### src/shared/aad_pkg.sv
// Shared constants and types for the accumulator add/AND datapath.
// Assumes one core clock and a synchronous active-high reset.
package aad_pkg;

    // Datapath and file address widths
    localparam int DATA_W = 8;
    localparam int ADDR_W = 6;

    // Reset values
    localparam logic [7:0] ACC_RST   = 8'h00;
    localparam logic       FLAG_RST  = 1'b0;
    localparam logic [7:0] WDATA_RST = 8'h00;
    localparam logic [5:0] ADDR_RST  = 6'h00;

    // Carry chain tap positions
    localparam int CARRY_BIT  = 8;
    localparam int DIGIT_BIT  = 4;

    // Operation codes from the instruction decoder
    typedef enum logic [1:0] {
        AAD_OP_ADD_REG = 2'h0,
        AAD_OP_ADD_IMM = 2'h1,
        AAD_OP_AND_REG = 2'h2,
        AAD_OP_AND_IMM = 2'h3
    } aad_op_t;

endpackage

### src/shared/aad_alu_if.sv
// Carrier between the datapath control and its combinational ALU.
// Assumes both ends share the core clock domain.
`timescale 1ns/10ps
interface aad_alu_if;
    aad_pkg::aad_op_t op;
    logic [7:0]       a;
    logic [7:0]       b;
    logic [7:0]       res;
    logic             carry;
    logic             digit_carry;
    logic             zero;

    modport ctrl (output op, output a, output b,
                  input res, input carry, input digit_carry, input zero);
    modport alu  (input op, input a, input b,
                  output res, output carry, output digit_carry, output zero);
endinterface

### src/core/aad_datapath.sv
// Accumulator datapath: add and AND of the accumulator with a file register
// or an immediate, with destination select and C/DC/Z flags.
// Assumes the register file answers rf_raddr_o combinationally on rf_rdata_i
// in the same cycle, and the decoder holds its fields for the valid cycle.
// No forwarding: the write-back pulse lands one cycle after the op, so a
// read of the same register by the very next op sees the old value unless
// the register file forwards or the decoder leaves a gap.
//
// How it works
// - add immediate into accumulator, flags, one cycle
// - add register, flags, d=0 to accumulator
// - add register with d=1 writes file register
// - AND register updates only zero flag
// - AND register d selects accumulator or register
// - AND immediate leaves result in accumulator
`timescale 1ns/10ps
module aad_datapath (
    // Clock and reset
    input  wire logic             clk_sys_i,
    input  wire logic             srst_i,
    // Instruction decoder
    input  wire logic             op_valid_i,
    input  wire aad_pkg::aad_op_t opcode_i,
    input  wire logic [7:0]       imm_i,
    input  wire logic [5:0]       reg_addr_i,
    input  wire logic             dest_i,
    // Register file
    output logic      [5:0]       rf_raddr_o,
    input  wire logic [7:0]       rf_rdata_i,
    output logic                  rf_we_o,
    output logic      [5:0]       rf_waddr_o,
    output logic      [7:0]       rf_wdata_o,
    // Architectural state
    output logic      [7:0]       accumulator_o,
    output logic                  carry_flag_o,
    output logic                  digit_carry_flag_o,
    output logic                  zero_flag_o
);

    aad_alu_if alu_bus ();

    logic [7:0] acc_r;
    logic [7:0] acc_nxt;
    logic       c_r;
    logic       c_nxt;
    logic       dc_r;
    logic       dc_nxt;
    logic       z_r;
    logic       z_nxt;
    logic       we_r;
    logic       we_nxt;
    logic [5:0] waddr_r;
    logic [5:0] waddr_nxt;
    logic [7:0] wdata_r;
    logic [7:0] wdata_nxt;

    logic       is_reg_op_w;
    logic       is_add_w;
    logic       to_file_w;
    logic       to_acc_w;

    // Operation decode
    assign is_reg_op_w = (opcode_i == aad_pkg::AAD_OP_ADD_REG)
                      || (opcode_i == aad_pkg::AAD_OP_AND_REG);
    assign is_add_w    = (opcode_i == aad_pkg::AAD_OP_ADD_REG)
                      || (opcode_i == aad_pkg::AAD_OP_ADD_IMM);
    // Immediate forms ignore dest_i so they can never write the file
    assign to_file_w   = op_valid_i && is_reg_op_w && dest_i;
    assign to_acc_w    = op_valid_i && !to_file_w;

    // ALU operands: accumulator against register data or immediate
    assign alu_bus.op  = opcode_i;
    assign alu_bus.a   = acc_r;
    assign alu_bus.b   = is_reg_op_w ? rf_rdata_i : imm_i;
    assign rf_raddr_o  = reg_addr_i;

    // One combinational ALU shared by all four ops
    aad_alu u_alu (
        .alu (alu_bus.alu)
    );

    // Next-state selection; every op retires in the cycle it is valid
    // AND ops leave C and DC alone; Z follows every result, AND included
    assign acc_nxt   = to_acc_w ? alu_bus.res : acc_r;
    assign c_nxt     = (op_valid_i && is_add_w) ? alu_bus.carry : c_r;
    assign dc_nxt    = (op_valid_i && is_add_w) ? alu_bus.digit_carry : dc_r;
    assign z_nxt     = op_valid_i ? alu_bus.zero : z_r;
    assign we_nxt    = to_file_w;
    assign waddr_nxt = to_file_w ? reg_addr_i : waddr_r;
    assign wdata_nxt = to_file_w ? alu_bus.res : wdata_r;

    // State registers
    always_ff @(posedge clk_sys_i) begin
        if (srst_i) begin
            acc_r   <= aad_pkg::ACC_RST;
            c_r     <= aad_pkg::FLAG_RST;
            dc_r    <= aad_pkg::FLAG_RST;
            z_r     <= aad_pkg::FLAG_RST;
        end else begin
            acc_r   <= acc_nxt;
            c_r     <= c_nxt;
            dc_r    <= dc_nxt;
            z_r     <= z_nxt;
        end
    end

    // Write-back port; data and address hold between writes to ease debug
    // Registered so the file sees a clean one-cycle pulse, at one cycle of latency
    always_ff @(posedge clk_sys_i) begin
        if (srst_i) begin
            we_r    <= 1'b0;
            waddr_r <= aad_pkg::ADDR_RST;
            wdata_r <= aad_pkg::WDATA_RST;
        end else begin
            we_r    <= we_nxt;
            waddr_r <= waddr_nxt;
            wdata_r <= wdata_nxt;
        end
    end

    // Outputs other than rf_raddr_o come straight from flops; rf_raddr_o passes reg_addr_i straight through
    assign accumulator_o      = acc_r;
    assign carry_flag_o       = c_r;
    assign digit_carry_flag_o = dc_r;
    assign zero_flag_o        = z_r;
    assign rf_we_o            = we_r;
    assign rf_waddr_o         = waddr_r;
    assign rf_wdata_o         = wdata_r;

    // Checking helpers: reference sums built independently of the ALU
    // A fault in the shared ALU cannot hide behind its own expressions here
    logic [8:0] chk_sum_w;
    logic [4:0] chk_low_w;
    logic [7:0] chk_opnd_w;
    logic [7:0] chk_and_w;

    assign chk_opnd_w = is_reg_op_w ? rf_rdata_i : imm_i;
    assign chk_sum_w  = {1'b0, acc_r} + {1'b0, chk_opnd_w};
    assign chk_low_w  = {1'b0, acc_r[3:0]} + {1'b0, chk_opnd_w[3:0]};
    assign chk_and_w  = acc_r & chk_opnd_w;
endmodule // aad_datapath

### src/core/aad_alu.sv
// Combinational add/AND unit with carry, digit carry and zero outputs.
// Assumes operands are stable for the whole cycle.
`timescale 1ns/10ps
module aad_alu (
    // ALU side of the carrier
    aad_alu_if.alu alu
);
    logic [8:0] sum_w;
    logic [4:0] low_w;
    logic       is_add_w;

    // Full and low-nibble sums; the nibble sum gives the digit carry
    assign sum_w    = {1'b0, alu.a} + {1'b0, alu.b};
    assign low_w    = {1'b0, alu.a[3:0]} + {1'b0, alu.b[3:0]};
    assign is_add_w = (alu.op == aad_pkg::AAD_OP_ADD_REG) || (alu.op == aad_pkg::AAD_OP_ADD_IMM);

    // Result select and flag sources
    assign alu.res         = is_add_w ? sum_w[7:0] : (alu.a & alu.b);
    assign alu.carry       = sum_w[aad_pkg::CARRY_BIT];
    assign alu.digit_carry = low_w[aad_pkg::DIGIT_BIT];
    assign alu.zero        = (alu.res == 8'h00);
endmodule // aad_alu

### config.mk
export PLATFORM = sky130hd
export DESIGN_NAME = aad_datapath
export DESIGN_NICKNAME = d
export VERILOG_FILES = /design/src/shared/aad_pkg.sv /design/src/shared/aad_alu_if.sv /design/src/core/aad_datapath.sv /design/src/core/aad_alu.sv
export SDC_FILE = /design/constraint.sdc
export NUM_CORES = 1
export LEC_CHECK = 0
export BUFFER_PORTS_ARGS = -buffer_cell sky130_fd_sc_hd__clkbuf_2
export CAP_MARGIN = 30
export CORE_MARGIN = 1.5
export CORE_UTILIZATION = 36
export CTS_BUF_LIST = sky130_fd_sc_hd__clkbuf_16
export DETAILED_ROUTE_END_ITERATION = 10
export GPL_TIMING_DRIVEN = 1
export PLACE_DENSITY_LB_ADDON = 0.25
export SKIP_CTS_REPAIR_TIMING = 1
export SLEW_MARGIN = 20
export SYNTH_ARGS = -nofsm -noshare
export SYNTH_HDL_FRONTEND = slang
export SYNTH_SLANG_ARGS = --single-unit
### constraint.sdc
create_clock -name clk_sys_i -period 4.7 [get_ports clk_sys_i]
set_input_delay 0.47 -clock clk_sys_i [delete_from_list [all_inputs] [get_ports clk_sys_i]]
set_output_delay 0.47 -clock clk_sys_i [all_outputs]
set_load 0.05 [all_outputs]
==> impl_metrics.csv, run 1 <==
group,metric,value,unit
yosys,synth_ff_type,"dfxtp_1",
clocking,path_clk_slew,0.07,ns
yosys,ys_seq_area_frac,0.343,
sta,rsz0062_at_grt,"false",
yosys,syn_area_per_cell,8.47,um^2
cells_and_area,final_cell_mix,"59 x clkbuf_2, 27 x nor2_1, 26 x dfxtp_1",
critical_path,cp-start-kind,"primary input",
critical_path,crit_family,"simple AND/OR/NAND/NOR gates",
floorplanning,core,4030,um^2
place,gp_congestion,0.807,
sta,hold_ws,0.435,ns
critical_path,crit_slowest_cell,"or4b_1",
sta,maxSlewHeadroom,0.542,
detailed_routing,ant_nets,0,
place,hpwl,2580,um
critical_path,end_kind,"flop",
cells_and_area,multiInputGateArea,905,um^2
sta,worst_pin_slew,0.678,ns
critical_path,path_buf_inv,1,
yosys,synth-seq-cells,26,
yosys,async_reset_ff_frac,0,
floorplanning,ios,60,
floorplanning,die_area,4610,um^2
detailed_routing,drtPass1Iterations,4,
sta,skew,0.00375,ns
cells_and_area,finalNonFillerCells,276,
power_and_ir_drop,powerDensity,368,nW/um^2
critical_path,critical_path.max_stage_delay,0.53,ns
cells_and_area,syn_to_final_growth,24.5,%
cells_and_area,antenna_cells,0,
detailed_routing,avgRoutedWirePerCell,12.5,um
grt,grt_antenna_before_repair,0,
sta,post-route-period-util,0.649,
min_path,min_path_type,"primary input to flop",
sta,setup_viol,0,
critical_path,path_common_cell,"or4b_1",
critical_path,crit_chain,"clkbuf_2 -> mux2_2 -> ha_1 -> fa_1 -> xnor2_1 -> o21ai_1 -> or4b_1 -> or4b_1 -> o31ai_2",
critical_path,crit_arrival,3.24,ns
sta,min_period,3.05,ns
run_status,status,"completed",
detailed_routing,drc,0,
sta,slew_violations,0,
sta,finalSetupTns,0,ns
yosys,synth_edf_count,0,
detailed_routing,drt_wl_total,3440,um
yosys,yosysUniqueCellTypes,37,
place,place_inst,272,
clocking,clk_latency,0.26,ns
cells_and_area,fill_cells,405,
detailed_routing,vias_per_cell,4.95,
cells_and_area,final_common_cell,"clkbuf_2",
cells_and_area,drive_gt1_frac,0.345,
grt,grt_pass1_wl,5440,um
clocking,numCtsBuffers,3,
power_and_ir_drop,leakagePower,0.000868,uW
yosys,ys_warn_count,0,
grt,grt_pass1_vias,1204,
sta,hold_viol,0,
cells_and_area,nets,265,
power_and_ir_drop,irDropWorstVdd,0.000154,V
grt,grt_overflow_total,0,
clocking,cts_tree,"built",
run,cap_violations,0,
cells_and_area,regArea,520,um^2
sta,fmax,328,MHz
place,port_buffers,59,
clocking,cts_root_buf,"clkbuf_16",
critical_path,path_max_fanout,10,
clocking,h-tree-depth,1,
yosys,syn_nets,217,
grt,grt_usage,0.155,
detailed_routing,drt_iter0_markers,23,
floorplanning,initial_utilization,0.376,
detailed_routing,vias,1366,
clocking,clk_path_buf_depth,2,
clocking,cts.sinks,26,
floorplanning,die_x,67.9,um
yosys,synth_area,1520,um^2
floorplanning,placementRows,23,
floorplanning,die_h,67.9,um
critical_path,crit_type,"primary input to flop",
yosys,synthCells,179,
grt,grt_start_max_net_pins,28,
critical_path,cp_data_required_time,4.88,ns
==> logic make-up (layout without fill, tap and decap cells) <==
| kind of cell | Yosys count | count (layout) | share of synthesized area |
|---|---|---|---|
| mux | 12 | 12 | 0.0866 |
| xor+xnor | 4 | 4 | 0.0231 |
| buf+inv | 16 | 63 | 0.0602 |
| flops | 26 | 26 | 0.343 |
| simple gates | 68 | 68 | 0.204 |
| fa+ha+maj | 10 | 10 | 0.0875 |
| compound gates | 43 | 43 | 0.196 |
==> power breakdown <==
part,leakage (uW),switching [uW],internal (uW)
logic,0.000604,132,68.2
clock network,0.0000511,82.0,170
registers,0.000213,9.11,233
==> metal layers <==
metal	vias up	GRT usage	share of wire
met1	578	0.217	0.49
met2	52	0.232	0.43
met3	8	0.0296	0.062
li1	728	-	-
met4	0	0.0650	0.022
met5	-	0	0
==> registers in the layout, indices dropped and copies added (netlist names) <==
signal	cells
carry_flag_o	1
rf_wdata_o	8
accumulator_o	8
rf_waddr_o	6
zero_flag_o	1
rf_we_o	1
digit_carry_flag_o	1
==> metrics by stage <==
| stage | util | power (uW) | area (um^2) | setup slack (ns) |
|---|---|---|---|---|
| after floorplan | - | 406 | 1520 | 1.41 |
| after global placement | 0.443 | 447 | 1780 | 1.38 |
| after detailed placement | 0.443 | 448 | 1780 | 1.34 |
| after CTS | 0.469 | 699 | 1890 | 1.61 |
| after global routing | 0.469 | 728 | 1890 | 1.47 |
| final | 0.469 | 694 | 1890 | 1.65 |
==> cells in the mapped netlist, drive strengths merged, types with 2 or more instances <==
master / number / area [um^2]
mux2i: 3 / 30.0
dfxtp: 26 / 521
xor2: 2 / 17.5
a211oi: 12 / 95.1
buf: 8 / 61.3
o21ai: 5 / 25.0
o21bai: 2 / 15.0
a21oi: 14 / 73.8
or4b: 2 / 20.0
ha: 9 / 113
a21o: 5 / 38.8
mux2: 9 / 101
nor2: 27 / 101
nand2: 23 / 86.3
xnor2: 2 / 17.5
clkbuf: 8 / 30.0
nor3: 8 / 40.0
o31a: 2 / 18.8
==> layout make-up <==
class | count | share of cell area
Timing Repair Buffer | 59 | 0.156
Sequential cell | 26 | 0.276
Multi-Input combinational cell | 137 | 0.479
Clock inverter | 1 | 0.0159
Tap cell | 50 | 0.0331
Clock buffer | 3 | 0.0398
==> worst min-delay path, stage by stage <==
cell and delay [ns]:
clkbuf_2 0.09, nand2_1 0.05, a21oi_1 0.05
==> path summary, 6_finish.rpt <==
check | cells past startpoint | from | slack (ns) | endpoint
max | 9 | opcode_i[0] | 1.65 | zero_flag_o
min | 3 | reg_addr_i[4] | 0.44 | rf_waddr_o[4]
max reg2reg | 7 | accumulator_o[0] | 2.10 | zero_flag_o
min reg2reg | 2 | rf_waddr_o[1] | 0.46 | rf_waddr_o[1]
Power figures use the tool's default switching activity.
==> inputs of run 2 (changes only) <==
==> constraint.sdc (replaced) <==
create_clock -name clk_sys_i -period 2.5 [get_ports clk_sys_i]
set_input_delay 0.25 -clock clk_sys_i [delete_from_list [all_inputs] [get_ports clk_sys_i]]
set_output_delay 0.25 -clock clk_sys_i [all_outputs]
set_load 0.05 [all_outputs]
==> impl_metrics.csv, run 2 (synthesis gave the netlist of run 1 again) <==
group,metric,value,unit
floorplanning,die_h,67.9,um
cells_and_area,stdcell_area,2080,um^2
grt,grt_overflow_total,0,
critical_path,reg2reg_from,"accumulator_o[0]",
critical_path,crit_family,"simple AND/OR/NAND/NOR gates",
grt,grt_usage,0.159,
detailed_routing,drtPass1Iterations,4,
clocking,cts_root_buf,"clkbuf_16",
place,hpwl,2710,um
detailed_routing,drt_wl_total,3520,um
place,preCtsSetupSlack,-0.224,ns
clocking,cts.sinks,26,
sta,finalSetupTns,0,ns
sta,post-route-period-util,0.980,
clocking,cts_tree,"built",
critical_path,cp-start-kind,"primary input",
critical_path,r2r_slack,0.10,ns
clocking,clk_path_buf_depth,2,
cells_and_area,syn_to_final_growth,37.0,%
critical_path,crit_slowest_cell,"or4b_1",
critical_path,critical_path.max_stage_delay,0.54,ns
clocking,h-tree-depth,1,
clocking,clk_latency,0.26,ns
cells_and_area,nets,285,
critical_path,crit_type,"primary input to flop",
place,place_area,1950,um^2
detailed_routing,avgRoutedWirePerCell,11.9,um
critical_path,crit_arrival,2.63,ns
place,gp_congestion,0.795,
detailed_routing,vias,1443,
sta,hold_viol,0,
power_and_ir_drop,total_power,1360,uW
sta,setup_viol,0,
sta,rsz0062_at_grt,"true",
sta,setup_slack,0.0491,ns
place,port_buffers,59,
cells_and_area,antenna_cells,0,
run_status,status,"completed",
cells_and_area,fill_cells,397,
critical_path,cp_data_required_time,2.68,ns
cells_and_area,drive_gt1_frac,0.419,
sta,fmax,408,MHz
sta,min_period,2.45,ns
detailed_routing,drt_iter0_markers,52,
grt,grt_antenna_before_repair,0,
critical_path,end_kind,"flop",
critical_path,rr_endpoint,"zero_flag_o",
place,place_inst,291,
detailed_routing,drc,0,
floorplanning,initial_utilization,0.376,
floorplanning,placementRows,23,
grt,grt_pass1_wl,5550,um
sta,worst_pin_slew,0.625,ns
run,cap_violations,0,
min_path,holdPathEnd,"rf_waddr_o[5]",
cells_and_area,finalNonFillerCells,296,
critical_path,r2r_cells,7,
min_path,holdPathStages,3,
critical_path,path_max_fanout,4,
power_and_ir_drop,powerDensity,654,nW/um^2
grt,grt_start_max_net_pins,27,
min_path,hp-start,"reg_addr_i[5]",
critical_path,cp.depth,9,
floorplanning,core,4030,um^2
cells_and_area,final_cell_mix,"58 x clkbuf_2, 27 x nor2_1, 25 x dfxtp_1",
floorplanning,ios,60,
detailed_routing,ant_nets,0,
sta,maxSlewHeadroom,0.583,
min_path,min_path_type,"primary input to flop",
clocking,path_clk_slew,0.07,ns
cells_and_area,final_common_cell,"clkbuf_2",
sta,skew,0.00461,ns
power_and_ir_drop,irDropWorstVdd,0.000290,V
sta,slew_violations,0,
floorplanning,die_x,67.9,um
floorplanning,die_area,4610,um^2
clocking,numCtsBuffers,3,
detailed_routing,vias_per_cell,4.88,
grt,grt_pass1_vias,1254,
critical_path,path_buf_inv,1,
power_and_ir_drop,leakagePower,0.000975,uW
critical_path,crit_chain,"buf_8 -> mux2_4 -> ha_4 -> fa_2 -> xnor2_1 -> o21ai_1 -> or4b_1 -> or4b_4 -> o31ai_2",
==> run 2: worst min-delay path, cell delays in order <==
cell,delay (ns)
clkbuf_2,0.09
nand2_1,0.05
a21oi_1,0.05
==> run 2: layout make-up <==
| type | count | area, um^2 | area share |
|---|---|---|---|
| Multi-Input combinational cell | 137 | 932 | 0.449 |
| Tap cell | 50 | 62.6 | 0.0301 |
| Sequential cell | 26 | 522 | 0.251 |
| Timing Repair Buffer | 79 | 455 | 0.219 |
| Clock inverter | 1 | 30.0 | 0.0145 |
| Clock buffer | 3 | 75.1 | 0.0361 |
==> run 2: worst max path at each step <==
stage,from,to,slack (ns)
floorplan,opcode_i[0],zero_flag_o,-0.18
global placement,opcode_i[0],zero_flag_o,-0.20
detailed placement,opcode_i[0],zero_flag_o,-0.22
CTS,opcode_i[0],zero_flag_o,0.02
global route,opcode_i[0],zero_flag_o,-0.05
finish,opcode_i[0],zero_flag_o,0.05
==> run 2: through the flow <==
step                hold slack, ns  utilization
floorplan                    0.386            -
global placement             0.444        0.484
detailed placement           0.448        0.484
CTS                          0.218        0.510
global route                 0.227        0.516
finish                       0.220        0.516
==> run 2: power by group <==
part	total (uW)	internal, uW	switching, uW
registers	458	439	18.4
logic	436	176	260
clock network	464	319	145
==> run 2: per-layer routing <==
metal  up-vias  share of wire  GRT usage
li1        765              -          -
met1       634           0.48      0.200
met2        39           0.45      0.271
met3         5          0.048     0.0280
met4         0          0.014     0.0600
met5         -              0          0
==> inputs of run 3 (changes only) <==
--- a/config.mk
+++ b/config.mk
@@ -7,6 +7,7 @@
 export LEC_CHECK = 0
 export BUFFER_PORTS_ARGS = -buffer_cell sky130_fd_sc_hd__clkbuf_2
 export CAP_MARGIN = 30
+export CORE_ASPECT_RATIO = 0.8
 export CORE_MARGIN = 1.5
 export CORE_UTILIZATION = 36
 export CTS_BUF_LIST = sky130_fd_sc_hd__clkbuf_16
@@ -17,4 +18,5 @@
 export SLEW_MARGIN = 20
 export SYNTH_ARGS = -nofsm -noshare
 export SYNTH_HDL_FRONTEND = slang
+export SYNTH_HIERARCHICAL = 1
 export SYNTH_SLANG_ARGS = --single-unit
==> impl_metrics.csv, run 3 <==
group,metric,value,unit
run_status,status,"completed",
yosys,synth_ff_type,"dfxtp_1",
clocking,cts_tree,"built",
floorplanning,placementRows,22,
sta,rsz0062_at_grt,"false",
critical_path,crit_arrival,2.50,ns
critical_path,path_max_fanout,8,
detailed_routing,drc,0,
cells_and_area,antenna_cells,0,
yosys,synthCells,197,
floorplanning,core,4540,um^2
sta,min_period,2.31,ns
cells_and_area,nets,295,
grt,grt_antenna_before_repair,0,
cells_and_area,final_cell_mix,"59 x clkbuf_2, 31 x nand2_1, 26 x dfxtp_1",
clocking,clk_latency,0.26,ns
yosys,yosysTopAreaCell,"dfxtp_1",
floorplanning,die_area,5110,um^2
clocking,path_clk_slew,0.06,ns
critical_path,rr_endpoint,"zero_flag_o",
yosys,synth_common_cells,"31 x nand2_1, 26 x dfxtp_1, 18 x a21oi_1",
grt,grt_pass1_vias,1427,
cells_and_area,final_common_cell,"clkbuf_2",
min_path,holdPathStages,3,
sta,fmax,433,MHz
detailed_routing,avgRoutedWirePerCell,12.5,um
yosys,synthMostInstantiatedCell,"nand2_1",
critical_path,crit_type,"primary input to flop",
cells_and_area,syn_to_final_growth,25.7,%
yosys,ys_warn_count,6,
critical_path,cp_data_required_time,2.69,ns
yosys,synth_edf_count,0,
sta,worst_pin_slew,0.622,ns
floorplanning,die_x,79.5,um
critical_path,cp-start-kind,"primary input",
yosys,yosysTopAreaCellShare,0.309,
detailed_routing,ant_nets,0,
clocking,cts_root_buf,"clkbuf_16",
sta,slew_violations,0,
critical_path,end_kind,"flop",
critical_path,r2r_slack,0.44,ns
floorplanning,ios,60,
detailed_routing,drt_wl_total,3960,um
min_path,holdPathEnd,"rf_waddr_o[4]",
run,cap_violations,0,
yosys,ys_seq_area_frac,0.309,
detailed_routing,vias_per_cell,4.96,
yosys,synthTopCellsByArea,"dfxtp_1 31%, mux2i_1 7.1%, nand2_1 6.9%",
sta,skew,0.00399,ns
cells_and_area,drive_gt1_frac,0.359,
critical_path,r2r_cells,8,
place,hpwl,2970,um
power_and_ir_drop,powerDensity,564,nW/um^2
sta,hold_viol,0,
sta,hold_ws,0.216,ns
grt,grt_overflow_total,0,
floorplanning,die_h,64.2,um
grt,grt_pass1_wl,6780,um
yosys,syn_area_per_cell,8.56,um^2
min_path,hp-start,"reg_addr_i[4]",
yosys,synth_area,1690,um^2
min_path,min_path_type,"primary input to flop",
grt,grt_usage,0.169,
clocking,h-tree-depth,1,
yosys,synth-seq-cells,26,
yosys,syn_nets,234,
clocking,clk_path_buf_depth,2,
clocking,cts.sinks,26,
critical_path,crit_slowest_cell,"mux2_2",
cells_and_area,fill_cells,480,
yosys,yosysUniqueCellTypes,44,
sta,maxSlewHeadroom,0.585,
detailed_routing,drtPass1Iterations,4,
clocking,numCtsBuffers,3,
sta,post-route-period-util,0.924,
floorplanning,initial_utilization,0.371,
power_and_ir_drop,total_power,1200,uW
critical_path,critical_path.max_stage_delay,0.37,ns
power_and_ir_drop,irDropWorstVdd,0.000335,V
critical_path,crit_chain,"clkbuf_2 -> mux2_2 -> ha_1 -> a211o_1 -> a21oi_1 -> o21a_1 -> o211ai_1 -> nor4_2 -> mux2i_1 -> nor2_1",
critical_path,reg2reg_from,"accumulator_o[1]",
detailed_routing,vias,1566,
place,port_buffers,59,
sta,setup_viol,0,
detailed_routing,drt_iter0_markers,71,
grt,grt_start_max_net_pins,35,
power_and_ir_drop,leakagePower,0.000996,uW
place,gp_congestion,0.847,
yosys,async_reset_ff_frac,0,
==> run 3: cell count changes after synthesis, moves of 5 or more <==
cell | previous run | this run
nor2_1 | 27 | 7
clkbuf_1 | 8 | 1
a21oi_1 | 13 | 18
nand2_1 | 23 | 31
nand2b_1 | 1 | 17
nor3_1 | 8 | 0
mux2i_1 | 3 | 12
a211oi_1 | 11 | 2
==> run 3: metrics by stage <==
stage                     std cells  TNS [ns]  area (um^2)  utilization  setup slack [ns]
final                           316         0         2120        0.467             0.190
after global routing            316         0         2120        0.467            0.0172
after CTS                       316         0         2120        0.467             0.207
after detailed placement        313   -0.0612         2050        0.450           -0.0612
after global placement          313         0         2050        0.450            0.0206
after floorplan                 197         0         1690            -             0.213
==> run 3: how the worst max path moves through the flow <==
stage,from,end,slack [ns]
after floorplan,opcode_i[0],zero_flag_o,0.21
after global placement,opcode_i[0],zero_flag_o,0.02
after detailed placement,opcode_i[0],zero_flag_o,-0.06
after CTS,opcode_i[0],zero_flag_o,0.21
after global routing,opcode_i[0],zero_flag_o,0.02
final,opcode_i[0],zero_flag_o,0.19
==> run 3: cells by family (layout without fill, tap and decap cells) <==
group | count (synthesis) | count (layout) | share of synthesized area
and+or+nand+nor | 76 | 76 | 0.240
xor gates and xnor gates | 2 | 2 | 0.0104
muxes | 21 | 21 | 0.131
buffers and inverters | 20 | 79 | 0.0712
AOI/OAI and AO/OA | 43 | 43 | 0.172
DFF | 26 | 26 | 0.309
adders and majority gates | 9 | 9 | 0.0668
==> run 3: critical path, delay by kind of cell <==
family / cells / cell delay (ns)
AO/OA/AOI/OAI: 4 / 0.87
adder cells (fa/ha/maj): 1 / 0.32
buffers and inverters: 1 / 0.23
AND/OR/NAND/NOR: 2 / 0.35
multiplexers: 2 / 0.48
==> run 3: where the power goes <==
part           switching (uW)  total (uW)  internal (uW)
Sequential               14.8         449            434
Combinational             239         395            156
Clock                     139         351            212
==> run 3: cell type report <==
type | instances | area, um^2 | share of cell area
clock buffers | 3 | 75.1 | 0.0354
multi-input cells | 151 | 1050 | 0.493
flip-flops and latches | 26 | 520 | 0.245
well taps | 60 | 75.1 | 0.0354
repair buffers | 71 | 385 | 0.182
inverters | 5 | 18.8 | 0.00885
==> run 3: layer usage <==
| layer | global-route usage | vias to the layer above | part of all wire |
|---|---|---|---|
| met1 | 0.245 | 708 | 0.51 |
| met2 | 0.257 | 48 | 0.42 |
| met5 | 0 | - | 0 |
| met3 | 0.0329 | 2 | 0.064 |
| met4 | 0.0329 | 0 | 0.0045 |
| li1 | - | 808 | - |
